File: config.mk
export PLATFORM = sky130hd
export DESIGN_NAME = dbc_branch_call_unit
export DESIGN_NICKNAME = d
export VERILOG_FILES = /design/src/dbc_pkg.sv /design/src/dbc_cond_eval.sv /design/src/dbc_branch_call_unit.sv
export SDC_FILE = /design/constraint.sdc
export NUM_CORES = 1
export LEC_CHECK = 0
export ABC_AREA = 1
export BUFFER_PORTS_ARGS = -buffer_cell sky130_fd_sc_hd__buf_4
export CORE_MARGIN = 5
export CORE_UTILIZATION = 45
export CTS_CLUSTER_SIZE = 10
export DETAILED_ROUTE_END_ITERATION = 8
export GPL_ROUTABILITY_DRIVEN = 0
export PLACE_DENSITY = 0.78
export SYNTH_ARGS = -nofsm -noshare
export SYNTH_HDL_FRONTEND = slang
export SYNTH_SLANG_ARGS = --single-unit
File: constraint.sdc
create_clock -name ref_clk -period 4.2 [get_ports ref_clk]
set_input_delay 0.42 -clock ref_clk [delete_from_list [all_inputs] [get_ports ref_clk]]
set_output_delay 0.42 -clock ref_clk [all_outputs]
set_load 0.01 [all_outputs]
File: src/dbc_pkg.sv
// shared types and constants for the branch and call unit
`default_nettype none
package dbc_pkg;
    localparam int          PC_W       = 16;
    localparam int          DATA_W     = 16;
    localparam int          ACC_W      = 32;
    localparam int          AUX_N      = 8;
    localparam int          AUX_PTR_W  = 3;
    localparam int          CNT_W      = 8;
    localparam logic [15:0] PC_RESET   = 16'h0000;
    localparam logic [15:0] STEP_ONE   = 16'h0001;
    localparam logic [15:0] STEP_TWO   = 16'h0002;

    typedef enum logic [4:0] {
        OP_NOP,
        OP_BR_ALWAYS,
        OP_BR_TO_ACC,
        OP_BR_AUX_NZ,
        OP_BR_TC_SET,
        OP_BR_TC_CLR,
        OP_BR_CARRY,
        OP_BR_NO_CARRY,
        OP_BR_ACC_GE,
        OP_BR_ACC_GT,
        OP_BR_ACC_LE,
        OP_BR_ACC_LT,
        OP_BR_ACC_EQ,
        OP_BR_ACC_NE,
        OP_BR_INPUT_LOW,
        OP_BR_NO_OVF,
        OP_BR_ON_OVF,
        OP_CALL_DIRECT,
        OP_CALL_INDIRECT,
        OP_RETURN,
        OP_MOVE_DATA,
        OP_MOVE_PROG
    } dbc_op_t;

    typedef struct packed {
        dbc_op_t            op;
        logic [PC_W-1:0]    operand;
        logic [DATA_W-1:0]  dst;
        logic [CNT_W-1:0]   count;
    } dbc_cmd_t;

    typedef struct packed {
        logic tc;
        logic carry;
        logic ovf;
    } dbc_flags_t;

    typedef enum logic [1:0] {
        ST_IDLE,
        ST_READ,
        ST_CAPTURE
    } dbc_state_t;
endpackage
`default_nettype wire

File: src/dbc_cond_eval.sv
// branch condition evaluator for conditional two-word branches
`default_nettype none
module dbc_cond_eval
    import dbc_pkg::*;
(
    input  wire dbc_op_t            op,
    input  wire logic [ACC_W-1:0]   acc,
    input  wire dbc_flags_t         flags,
    input  wire logic [DATA_W-1:0]  aux_sel,
    input  wire logic               pin_level,
    output logic                    taken
);
    wire logic acc_neg  = acc[ACC_W-1];
    wire logic acc_zero = (acc == '0);

    always_comb begin
        case (op)
            OP_BR_ALWAYS:    taken = 1'b1;
            OP_BR_AUX_NZ:    taken = (aux_sel != '0);
            OP_BR_TC_SET:    taken = flags.tc;
            OP_BR_TC_CLR:    taken = !flags.tc;
            OP_BR_CARRY:     taken = flags.carry;
            OP_BR_NO_CARRY:  taken = !flags.carry;
            OP_BR_ACC_GE:    taken = !acc_neg;
            OP_BR_ACC_GT:    taken = !acc_neg && !acc_zero;
            OP_BR_ACC_LE:    taken = acc_neg || acc_zero;
            OP_BR_ACC_LT:    taken = acc_neg;
            OP_BR_ACC_EQ:    taken = acc_zero;
            OP_BR_ACC_NE:    taken = !acc_zero;
            OP_BR_INPUT_LOW: taken = !pin_level;
            OP_BR_NO_OVF:    taken = !flags.ovf;
            OP_BR_ON_OVF:    taken = flags.ovf;
            default:         taken = 1'b0;
        endcase
    end
endmodule
`default_nettype wire

File: src/dbc_branch_call_unit.sv
// program-flow unit: branches, calls, returns and block moves
// Function
// - accumulator branch loads pc from low sixteen accumulator bits
// - aux branch jumps if selected aux register nonzero, else pc plus two
// - test-set branch jumps when test flag is one, else pc plus two
// - test-clear branch jumps when test flag is zero, else pc plus two
// - carry branch jumps when carry is one, else pc plus two
// - no-carry branch jumps when carry is zero, else pc plus two
// - jump when accumulator is >= 0 or > 0, else pc plus two
// - jump when accumulator is <= 0 or < 0, else pc plus two
// - jump when accumulator is zero or nonzero, else pc plus two
// - input-pin branch jumps when sampled pin is low, else pc plus two
// - no-overflow branch jumps when overflow flag is clear, else plus two
// - data block move copies from operand address to destination
// - program block move reads program memory, writes data memory
`default_nettype none
module dbc_branch_call_unit
    import dbc_pkg::*;
(
    input  wire logic                     ref_clk,
    input  wire logic                     rst,
    input  wire logic                     cmd_valid,
    input  wire dbc_cmd_t                 cmd,
    output logic                          cmd_ready_q,
    input  wire logic [ACC_W-1:0]         acc,
    input  wire dbc_flags_t               flags,
    input  wire logic [AUX_N*DATA_W-1:0]  aux_regs,
    input  wire logic [AUX_PTR_W-1:0]     aux_register_pointer,
    input  wire logic                     branch_input_pin,
    input  wire logic [PC_W-1:0]          stack_top,
    output logic [PC_W-1:0]               pc_q,
    output logic                          stack_push_q,
    output logic [PC_W-1:0]               stack_push_data_q,
    output logic                          stack_pop_q,
    output logic                          mem_rd_q,
    output logic                          mem_rd_prog_q,
    output logic [PC_W-1:0]               mem_rd_addr_q,
    input  wire logic [DATA_W-1:0]        mem_rd_data,
    output logic                          mem_wr_q,
    output logic [DATA_W-1:0]             mem_wr_addr_q,
    output logic [DATA_W-1:0]             mem_wr_data_q,
    output logic                          done_q
);
    // pin synchroniser: level changes once stages two and three agree
    logic pin_s1_q;
    logic pin_s2_q;
    logic pin_s3_q;
    logic pin_lvl_q;

    always_ff @(posedge ref_clk) begin
        if (rst) begin
            pin_s1_q  <= 1'b1;
            pin_s2_q  <= 1'b1;
            pin_s3_q  <= 1'b1;
            pin_lvl_q <= 1'b1;
        end else begin
            pin_s1_q <= branch_input_pin;
            pin_s2_q <= pin_s1_q;
            pin_s3_q <= pin_s2_q;
            if (pin_s2_q == pin_s3_q) begin
                pin_lvl_q <= pin_s3_q;
            end
        end
    end

    wire logic              accept   = cmd_valid && cmd_ready_q;
    wire logic [DATA_W-1:0] aux_sel  =
        aux_regs[aux_register_pointer*DATA_W +: DATA_W];
    wire logic [PC_W-1:0]   pc_inc1  = pc_q + STEP_ONE;
    wire logic [PC_W-1:0]   pc_inc2  = pc_q + STEP_TWO;
    wire logic [PC_W-1:0]   acc_low  = acc[PC_W-1:0];
    wire logic              is_move  = (cmd.op == OP_MOVE_DATA) ||
                                       (cmd.op == OP_MOVE_PROG);
    wire logic              cond_taken;

    dbc_cond_eval u_cond (
        .op        (cmd.op),
        .acc       (acc),
        .flags     (flags),
        .aux_sel   (aux_sel),
        .pin_level (pin_lvl_q),
        .taken     (cond_taken)
    );

    // next pc for single-step instructions
    logic [PC_W-1:0] pc_next;
    always_comb begin
        case (cmd.op)
            OP_NOP:           pc_next = pc_inc1;
            OP_BR_TO_ACC:     pc_next = acc_low;
            OP_CALL_INDIRECT: pc_next = acc_low;
            OP_CALL_DIRECT:   pc_next = cmd.operand;
            OP_RETURN:        pc_next = stack_top;
            default:          pc_next = cond_taken ? cmd.operand : pc_inc2;
        endcase
    end

    dbc_state_t        state_q;
    logic [CNT_W-1:0]  left_q;
    logic [PC_W-1:0]   src_q;
    logic [DATA_W-1:0] dst_q;
    wire logic         last_word = (left_q == '0);

    always_ff @(posedge ref_clk) begin
        if (rst) begin
            state_q           <= ST_IDLE;
            cmd_ready_q       <= 1'b1;
            pc_q              <= PC_RESET;
            stack_push_q      <= 1'b0;
            stack_push_data_q <= '0;
            stack_pop_q       <= 1'b0;
            mem_rd_q          <= 1'b0;
            mem_rd_prog_q     <= 1'b0;
            mem_rd_addr_q     <= '0;
            mem_wr_q          <= 1'b0;
            mem_wr_addr_q     <= '0;
            mem_wr_data_q     <= '0;
            done_q            <= 1'b0;
            left_q            <= '0;
            src_q             <= '0;
            dst_q             <= '0;
        end else begin
            stack_push_q <= 1'b0;
            stack_pop_q  <= 1'b0;
            mem_rd_q     <= 1'b0;
            mem_wr_q     <= 1'b0;
            done_q       <= 1'b0;
            case (state_q)
                ST_IDLE: begin
                    if (accept && is_move) begin
                        // source address comes from the command operand
                        state_q       <= ST_READ;
                        cmd_ready_q   <= 1'b0;
                        mem_rd_q      <= 1'b1;
                        mem_rd_prog_q <= (cmd.op == OP_MOVE_PROG);
                        mem_rd_addr_q <= cmd.operand;
                        src_q         <= cmd.operand + STEP_ONE;
                        dst_q         <= cmd.dst;
                        left_q        <= cmd.count;
                    end else if (accept) begin
                        pc_q   <= pc_next;
                        done_q <= 1'b1;
                        if (cmd.op == OP_CALL_DIRECT) begin
                            stack_push_q      <= 1'b1;
                            stack_push_data_q <= pc_inc2;
                        end else if (cmd.op == OP_CALL_INDIRECT) begin
                            stack_push_q      <= 1'b1;
                            stack_push_data_q <= pc_inc1;
                        end else if (cmd.op == OP_RETURN) begin
                            stack_pop_q <= 1'b1;
                        end
                    end
                end
                ST_READ: begin
                    state_q <= ST_CAPTURE;
                end
                ST_CAPTURE: begin
                    // read data is valid one cycle after the read strobe
                    mem_wr_q      <= 1'b1;
                    mem_wr_addr_q <= dst_q;
                    mem_wr_data_q <= mem_rd_data;
                    dst_q         <= dst_q + STEP_ONE;
                    if (last_word) begin
                        state_q     <= ST_IDLE;
                        cmd_ready_q <= 1'b1;
                        pc_q        <= pc_inc2;
                        done_q      <= 1'b1;
                    end else begin
                        state_q       <= ST_READ;
                        mem_rd_q      <= 1'b1;
                        mem_rd_addr_q <= src_q;
                        src_q         <= src_q + STEP_ONE;
                        left_q        <= left_q - 1'b1;
                    end
                end
                default: begin
                    state_q     <= ST_IDLE;
                    cmd_ready_q <= 1'b1;
                end
            endcase
        end
    end

    logic single_ok;
    assign single_ok = accept && !is_move;
endmodule
`default_nettype wire

# Yosys cells after proc, flatten, opt, wreduce, memory -nomap -nowiden
# Cells that the tools add are included.
dict set report word_totals {
  regBits 133
  latch_bits 0
  ramBits 0
  rom_bits 0
  inputBits 247
  out_inout_bits 87
  elab_cells 124
  n_memories 0
}
dict set report classes {
  add_sub_neg 6
  multipliers 0
  div_mod_pow 0
  n_lt_le_gt_ge 0
  eq_ne 29
  n_shift 1
  mux 37
  bitwise_logic 4
  n_reduce_logical 27
}
# op n
set op_table {}
lappend op_table {{$mux W16} 11}
lappend op_table {{$pmux W16 S2} 4}
lappend op_table {{$shiftx A128 B8 Y16} 1}
lappend op_table {{$add A16 B1 Y16 const B} 4}
lappend op_table {{$pmux W16 S4} 1}
lappend op_table {{$eq A5 B4 Y1 const B} 8}
lappend op_table {{$logic_not A32 Y1} 1}
lappend op_table {{$eq A5 B5 Y1 const B} 6}
lappend op_table {{$eq A5 B3 Y1 const B} 4}
lappend op_table {{$add A16 B2 Y16 const B} 1}
lappend op_table {{$mux W8} 2}
lappend op_table {{$pmux W8 S2} 1}
lappend op_table {{$reduce_bool A16 Y1} 1}
lappend op_table {{$pmux W1 S15} 1}
lappend op_table {{$mux W1} 12}
lappend op_table {{$eq A5 B2 Y1 const B} 2}
lappend op_table {{$ne A2 B2 Y1 const B} 5}
lappend op_table {{$logic_not A8 Y1} 1}
lappend op_table {{$reduce_and A4 Y1} 2}
lappend op_table {{$sub A8 B1 Y8 const B} 1}
lappend op_table {{$logic_not A1 Y1} 6}
lappend op_table {{$pmux W2 S3} 1}
lappend op_table {{$reduce_and A3 Y1} 2}
lappend op_table {{$reduce_or A6 Y1} 1}
lappend op_table {{16 further kinds} 25}

# Longest topological paths before layout
# Gate-level depths: netlist of the first run.
dict set report depth {
  depth_word 9
  depth_mapped 17
  mapped_depth_nobuf 16
}

# Modules after synthesis
# Synthesis of the first run repeated with hierarchy kept, for this count alone.
dict set report unflattened {
  hier_cells 1480
  area_unflattened_um2 8833.5
}
# module instances cells_each area_each_um2 seq_area_each_um2
set modules_own_cells {}
lappend modules_own_cells {dbc_branch_call_unit 1 1373 8399.3 2662.6}
lappend modules_own_cells {dbc_cond_eval 1 107 434.2 0.0}

# Worst setup path before layout of the first run
# OpenSTA, ideal clock, no wires.
dict set report synth_timing {
  kind {reg-to-reg}
  startpoint {reg pc_q[1]}
  endpoint {reg pc_q[13]}
  setup_ns 0.071
  t_arrival_ns 1.859
  t_required_ns 4.129
  path_slack_ns 2.270
  path_stages_with_launch 13
  path_buffers 0
  synth_period_minus_slack_ns 1.930
  path_cell_list {dfxtp_1 > ha_1 > nand3_1 > nor2_2 > nand3_1 > nor2_1 > xor2_1 > o21ai_1 > o211ai_1 > nor2_1 > nand2_1 > nand2_1 > a21oi_1}
}
dict set report synth_between {
  elab_chain_len 6
  word_cells_on_any_way 8
  classes_between {add/sub (2); mux (6)}
}
# element line_no
set synth_rtl {}
lappend synth_rtl {{start, declared} dbc_branch_call_unit.sv:31} ;# output logic [PC_W-1:0] pc_q,
lappend synth_rtl {{start signal, assigned} dbc_branch_call_unit.sv:141} ;# pc_q <= pc_next;
lappend synth_rtl {{start signal, assigned} dbc_branch_call_unit.sv:166} ;# pc_q <= pc_inc2;
lappend synth_rtl {{$add A16 B2 Y16} dbc_branch_call_unit.sv:70} ;# wire logic [PC_W-1:0] pc_inc2 = pc_q + STEP_TWO;
lappend synth_rtl {{$mux W16} dbc_branch_call_unit.sv:94} ;# default: pc_next = cond_taken ? cmd.operand : pc_inc2;
lappend synth_rtl {{$pmux W16 S4} dbc_branch_call_unit.sv:88} ;# case (cmd.op)
lappend synth_rtl {{$mux W16} dbc_branch_call_unit.sv:140} ;# end else if (accept) begin
lappend synth_rtl {{$mux W16} dbc_branch_call_unit.sv:130} ;# if (accept && is_move) begin
lappend synth_rtl {{$pmux W16 S2 (*)} dbc_branch_call_unit.sv:128} ;# case (state_q)
# Mark *: on every way between the ends. The rest lies on a longest branch, timed or not. The select of a mux whose other input is x is not followed.
# A chain may end at the register's enable or synchronous reset.

# Worst setup path after layout of the first run
dict set report layout_timing {
  startpoint {reg cmd_ready_q}
  endpoint {reg left_q[7]}
}
dict set report layout_between {
  elab_chain_len 4
}
# element line_no
set layout_rtl {}
lappend layout_rtl {{start, declared} dbc_branch_call_unit.sv:24} ;# output logic cmd_ready_q,
lappend layout_rtl {{start signal, assigned} dbc_branch_call_unit.sv:107} ;# cmd_ready_q <= 1'b1;
lappend layout_rtl {{start signal, assigned} dbc_branch_call_unit.sv:133} ;# cmd_ready_q <= 1'b0;
lappend layout_rtl {{start signal, assigned} dbc_branch_call_unit.sv:165} ;# cmd_ready_q <= 1'b1;
lappend layout_rtl {{$logic_and A1 B1 Y1} dbc_branch_call_unit.sv:66} ;# wire logic accept = cmd_valid && cmd_ready_q;
lappend layout_rtl {{$logic_and A1 B1 Y1} dbc_branch_call_unit.sv:130}
lappend layout_rtl {{$ne A2 B2 Y1 (no source line)} n/a}
lappend layout_rtl {{$reduce_and A3 Y1 (no source line)} n/a}
lappend layout_rtl {{end signal, assigned} dbc_branch_call_unit.sv:139} ;# left_q <= cmd.count;
lappend layout_rtl {{end signal, assigned} dbc_branch_call_unit.sv:173} ;# left_q <= left_q - 1'b1;
lappend layout_rtl {{end, declared} dbc_branch_call_unit.sv:99} ;# logic [CNT_W-1:0] left_q;
# Every way passes these cells.

==> results.json, run 1 <==
{
  "cts_buffers": 17,
  "p_clk_frac": 0.450,
  "met2_usage": 0.425,
  "yosysTopAreaCellShare": 0.328,
  "synth_seq_cells": 133,
  "yosys-top-cells-area": "dfxtp_1, nand2_1, nor2_1",
  "synth_edf_count": 0,
  "grt_pass1_wl_mm": 46.8,
  "startpoint_type": "flop",
  "ys_types": 45,
  "power.internal_mw": 2.63,
  "yosysTopAreaCell": "dfxtp_1",
  "worstPathMaxFanout": 60,
  "endpoint_kind": "flop",
  "tritoncts": "built",
  "viasPerCell": 5.38,
  "worst_pin_slew_ns": 0.898,
  "antenna_found_initial": 0,
  "die_w_um": 144,
  "clk_pin_slew_worst_paths_ns": 0.06,
  "p_sw_frac": 0.263,
  "crit_type": "reg2reg",
  "wire_per_inst_um": 17.0,
  "comb_power_share": 0.173,
  "peakVddDrop_mv": 0.268,
  "fmax_ghz": 0.323,
  "power.leakage_nw": 5.30,
  "post-route-period-util": 0.736,
  "synthCells": 1286,
  "power_switching_uw": 940,
  "cpMaxStageDelayCell": "inv_2",
  "hold_viol_final": 0,
  "clock_latency_ns": 0.43,
  "drc": 0,
  "die-area_um2": 20800,
  "cp_cell_sequence": "nand2_1 -> inv_1 -> nand4_1 -> nor2_4 -> inv_2 -> nand2_2 -> nand2_2 -> inv_2 -> o221ai_1 -> a21oi_1",
  "busiest_layer": "met2",
  "overflow": 0,
  "dp_slack_ns": 1.03,
  "syn_area_um2": 8120,
  "p_seq_frac": 0.376,
  "core_area_um2": 17800,
  "dpl.cell_count": 1790,
  "num_rows": 49,
  "synthesis.nets": 1538,
  "slowest_delay_ns": 0.78,
  "area_growth_pct": 38.8,
  "power_density_nw_per_um2": 317,
  "nets": 1832,
  "post-cts-setup-buffers": 0,
  "drive_above_1_share": 0.257,
  "clock-sinks": 133,
  "fin_crit_ns": 3.09,
  "grt_util_met3": 0.0688,
  "grt_use_total": 0.284,
  "detail-route-antenna-nets": 0,
  "drt_first_pass_iters": 6,
  "initial_core_util": 0.455,
  "dpl.hpwl_mm": 23.6,
  "die_y_um": 144,
  "drv_slew": 0,
  "syn_avg_cell_area_um2": 6.32,
  "critPathRequiredTime_ns": 4.55,
  "finalSetupViolations": 0,
  "rsz0062_at_grt": "false",
  "finalHoldWorstSlack_ns": 0.182,
  "grt_pass1_vias": 8986,
  "ys_async_sr_fraction": 0,
  "fill_cells": 1659,
  "cap_violations": 0,
  "seq_area_frac_synth": 0.328,
  "diodes": 0,
  "grt_util_met1": 0.400,
  "clock_path_buffers": 2,
  "fin_cells": 1821,
  "ys.flop_type": "dfxtp_1",
  "p_total_mw": 3.57,
  "synthMostInstantiatedCell": "nand2_1",
  "outcome": "complete, no violations",
  "synth_common_cells": "nand2_1, nor2_1, dfxtp_1",
  "final.setup.tns_ns": 0,
  "initialDrtViolationCount": 967,
  "vias": 9799,
  "critPathArrivalTime_ns": 3.44,
  "fin_worst_skew_ns": 0.00754,
  "worst_slack_ns": 1.11,
  "ctsResizeCount": 0,
  "min_path_type": "in2reg",
  "num_io_pins": 334,
  "ctsHoldBuffers": 0,
  "wl_mm": 30.9,
  "clockRootBuffer": "clkbuf_16",
  "ys_warn_count": 0,
  "htree_levels": 4,
  "relSlewSlack": 0.401,
  "port_buffers": 333,
  "grt_max_degree": 66
}
## flip-flops by register name (all words and copies together) (netlist names)
name / cells
dst_q: 16
mem_rd_addr_q: 16
mem_wr_addr_q: 16
mem_wr_data_q: 16
pc_q: 16
src_q: 16
stack_push_data_q: 16
left_q: 8
state_q: 2
cmd_ready_q: 1
done_q: 1
mem_rd_prog_q: 1
mem_rd_q: 1
mem_wr_q: 1
pin_lvl_q: 1
pin_s1_q: 1
pin_s2_q: 1
pin_s3_q: 1
stack_pop_q: 1
stack_push_q: 1
## final timing paths
kind | startpoint | endpoint | slack [ns] | depth (start not counted)
max | cmd_ready_q$_SDFFE_PP1P_ | left_q[7]$_SDFFE_PP0P_ | 1.11 | 10
min | branch_input_pin | pin_s1_q$_SDFF_PP1_ | 0.18 | 2
min reg2reg | pin_s1_q$_SDFF_PP1_ | pin_s2_q$_SDFF_PP1_ | 0.41 | 1
max reg2reg | cmd_ready_q$_SDFFE_PP1P_ | left_q[7]$_SDFFE_PP0P_ | 1.11 | 10
## critical path, delay by kind of cell (launching register included)
kind                   cells  cell delay, ns
and+or+nand+nor            5            1.14
DFF                        1            0.40
AOI/OAI and AO/OA          2            0.44
buffers and inverters      3            1.00
## per-stage QoR
step	instance area [µm²]	utilization
final	11300	0.632
after global placement	10600	0.596
after CTS	11300	0.632
after global routing	11300	0.632
after detailed placement	10600	0.596
after floorplan	8120	-
## power groups by stage
stage	sequential, mW	clock [mW]	combinational (mW)
finish	1.34	1.61	0.619
global route	1.35	1.69	0.681
CTS	1.34	1.63	0.610
detailed placement	1.37	0	0.606
global placement	1.37	0	0.598
floorplan	1.37	0	0.301
## layout by cell type (no fill, tap or decap), types with 5 or more instances in the layout
| cell type | instances |
|---|---|
| or2_2 | 5 |
| a211oi_1 | 17 |
| inv_1 | 116 |
| o21ai_1 | 7 |
| buf_4 | 340 |
| ha_1 | 5 |
| inv_2 | 11 |
| a21oi_1 | 87 |
| o21ai_0 | 128 |
| nand2_2 | 5 |
| clkbuf_16 | 17 |
| dfxtp_1 | 133 |
| xor2_1 | 24 |
| nand4_1 | 8 |
| nand2_1 | 272 |
| nor2_1 | 203 |
| o211ai_1 | 26 |
| o2111ai_1 | 5 |
| nor3_1 | 21 |
| nand3_1 | 86 |
| a31oi_1 | 16 |
## cell type report
type | instances | area (µm²) | area share
clock inverters | 11 | 174 | 0.0154
repair buffers | 340 | 2550 | 0.226
clock buffers | 20 | 467 | 0.0414
inverters | 131 | 494 | 0.0438
multi-input cells | 957 | 4640 | 0.411
well taps | 229 | 287 | 0.0254
flip-flops and latches | 133 | 2660 | 0.236
## cells by family after synthesis
group           count (synthesis)  synth area share
compound gates                308             0.216
xor+xnor                       28            0.0302
fa+ha+maj                       5           0.00770
buf+inv                       196             0.101
flops                         133             0.328
simple gates                  616             0.317
## layer usage
layer,part of all wire,wire [µm]
met3,0.097,3010
met2,0.44,13500
met1,0.44,13500
met4,0.030,937
met5,0,0
No activity file was read; power rests on OpenSTA's default activity.
==> run 2: changes to the inputs <==
--- a/config.mk
+++ b/config.mk
@@ -8,11 +8,11 @@
 export ABC_AREA = 1
 export BUFFER_PORTS_ARGS = -buffer_cell sky130_fd_sc_hd__buf_4
 export CORE_MARGIN = 5
-export CORE_UTILIZATION = 45
+export CORE_UTILIZATION = 44
 export CTS_CLUSTER_SIZE = 10
 export DETAILED_ROUTE_END_ITERATION = 8
 export GPL_ROUTABILITY_DRIVEN = 0
-export PLACE_DENSITY = 0.78
+export PLACE_DENSITY = 0.8
 export SYNTH_ARGS = -nofsm -noshare
 export SYNTH_HDL_FRONTEND = slang
 export SYNTH_SLANG_ARGS = --single-unit
==> constraint.sdc (replaced) <==
create_clock -name ref_clk -period 2.7 [get_ports ref_clk]
set_input_delay 0.27 -clock ref_clk [delete_from_list [all_inputs] [get_ports ref_clk]]
set_output_delay 0.27 -clock ref_clk [all_outputs]
set_load 0.01 [all_outputs]
==> run 2 against run 1 <==
  * Flip-flop and latch count did not move
  * Highest routed layer unchanged
  * Clock skew decreased by 0.00091 ns
  * Cell area is 1.1% higher
  * Critical path type unchanged
==> results.json, run 2 (synthesis results as in run 1) <==
{
  "dpl.cell_count": 1806,
  "overflow": 0,
  "hold_viol_final": 0,
  "area_growth_pct": 40.3,
  "drv_slew": 0,
  "vias": 9953,
  "cp_cell_sequence": "ha_1 -> nand3_1 -> nor2_2 -> nand3_1 -> nor2_1 -> xor2_1 -> inv_1 -> nand3_1 -> nand3_1 -> nand2_1 -> nand2_1 -> a21oi_1",
  "grt_max_degree": 54,
  "drt_first_pass_iters": 5,
  "fin_crit_ns": 2.34,
  "wire_per_inst_um": 17.1,
  "rr_worst_depth": 12,
  "r2r_end": "pc_q[13]$_SDFFE_PP0P_",
  "power.leakage_nw": 5.39,
  "endpoint_kind": "flop",
  "relSlewSlack": 0.484,
  "cp_common_cell": "nand3_1",
  "viasPerCell": 5.42,
  "final_common_cell": "buf_4",
  "detail-route-antenna-nets": 0,
  "worst_pin_slew_ns": 0.766,
  "ctsResizeCount": 0,
  "seq_area_um2": 2660,
  "die-area_um2": 21300,
  "final_cell_mix": "buf_4, nand2_1, nor2_1, dfxtp_1, o21ai_0",
  "fmax_ghz": 0.428,
  "clk_pin_slew_worst_paths_ns": 0.06,
  "port_buffers": 333,
  "fin_cells": 1837,
  "min_path_type": "in2reg",
  "fin_worst_skew_ns": 0.00662,
  "path_buf_inv": 1,
  "nets": 1848,
  "post-route-period-util": 0.865,
  "fill_cells": 1656,
  "die_w_um": 146,
  "path_delay_family": "simple AND/OR/NAND/NOR gates",
  "num_rows": 49,
  "drc": 0,
  "grt_pass1_vias": 9604,
  "clock_latency_ns": 0.43,
  "worst_slack_ns": 0.364,
  "critPathRequiredTime_ns": 3.06,
  "cpMaxStageDelayCell": "dfxtp_1",
  "worstPathMaxFanout": 5,
  "slowest_delay_ns": 0.42,
  "diodes": 0,
  "clockRootBuffer": "clkbuf_16",
  "peakVddDrop_mv": 0.327,
  "post-cts-setup-buffers": 0,
  "finalSetupViolations": 0,
  "grt_pass1_wl_mm": 49.4,
  "min_from": "branch_input_pin",
  "final.setup.tns_ns": 0,
  "clock-sinks": 133,
  "num_io_pins": 334,
  "rsz0062_at_grt": "false",
  "reg2reg_slack_ns": 0.36,
  "clock_path_buffers": 2,
  "cap_violations": 0,
  "hold_depth": 2,
  "startpoint": "pc_q[2]$_SDFFE_PP0P_",
  "r2r_start": "pc_q[2]$_SDFFE_PP0P_",
  "multiInputGateArea_um2": 4640,
  "cts_buffers": 17,
  "power_density_nw_per_um2": 489,
  "wl_mm": 31.4,
  "core_area_um2": 18100,
  "grt_use_total": 0.284,
  "initial_core_util": 0.449,
  "hold_end": "pin_s1_q$_SDFF_PP1_",
  "ctsHoldBuffers": 0,
  "antenna_found_initial": 0,
  "outcome": "complete, no violations",
  "htree_levels": 4,
  "startpoint_type": "flop",
  "critPathArrivalTime_ns": 2.70,
  "die_y_um": 146,
  "dpl.hpwl_mm": 24.0,
  "tritoncts": "built",
  "initialDrtViolationCount": 1181,
  "crit_type": "reg2reg",
  "fin_util": 0.630,
  "drive_above_1_share": 0.264,
  "dp_slack_ns": 0.392
}
run 2: changes by cell type in the layout (fill, tap and decap cells not counted):
cell,previous run,this run
clkinv_4,2,3
clkinv_2,1,3
buf_12,0,1
clkbuf_8,3,2
buf_4,340,355
clkinvlp_4,3,1
run 2: per-layer routing:
layer	part of all wire	global-route usage	up-vias
li1	-	-	4870
met1	0.41	0.362	4454
met2	0.46	0.454	544
met3	0.099	0.0860	85
met4	0.034	0.107	0
met5	0	0	-
run 2: layout make-up:
type	count	area share
clock buffers	19	0.0397
well taps	229	0.0251
inverters	131	0.0434
flip-flops and latches	133	0.234
clock inverters	12	0.0156
repair buffers	356	0.236
multi-input cells	957	0.407
run 2: stage by stage:
stage	hold WS [ns]	power, mW	area [µm²]
6_report	0.0333	5.57	11400
5_1_grt	0.0237	5.79	11400
4_1_cts	0.0257	5.56	11400
3_5_place_dp	0.399	3.09	10800
3_3_place_gp	0.396	3.07	10800
2_1_floorplan	0.374	2.60	8120
run 2: report_power, final:
| part | internal (mW) | total [mW] | switching [mW] |
|---|---|---|---|
| Sequential | 2.02 | 2.08 | 0.0615 |
| Combinational | 0.467 | 0.991 | 0.524 |
| Clock | 1.59 | 2.49 | 0.906 |
run 2: worst max-delay path by stage:
| stage | to | slack, ns | cells after the start |
|---|---|---|---|
| 2_1_floorplan | pc_q[13]$_SDFFE_PP0P_ | 0.77 | 12 |
| 3_3_place_gp | left_q[7]$_SDFFE_PP0P_ | 0.48 | 11 |
| 3_5_place_dp | pc_q[11]$_SDFFE_PP0P_ | 0.39 | 14 |
| 4_1_cts | pc_q[13]$_SDFFE_PP0P_ | 0.41 | 12 |
| 5_1_grt | pc_q[13]$_SDFFE_PP0P_ | 0.16 | 12 |
| 6_report | pc_q[13]$_SDFFE_PP0P_ | 0.36 | 12 |
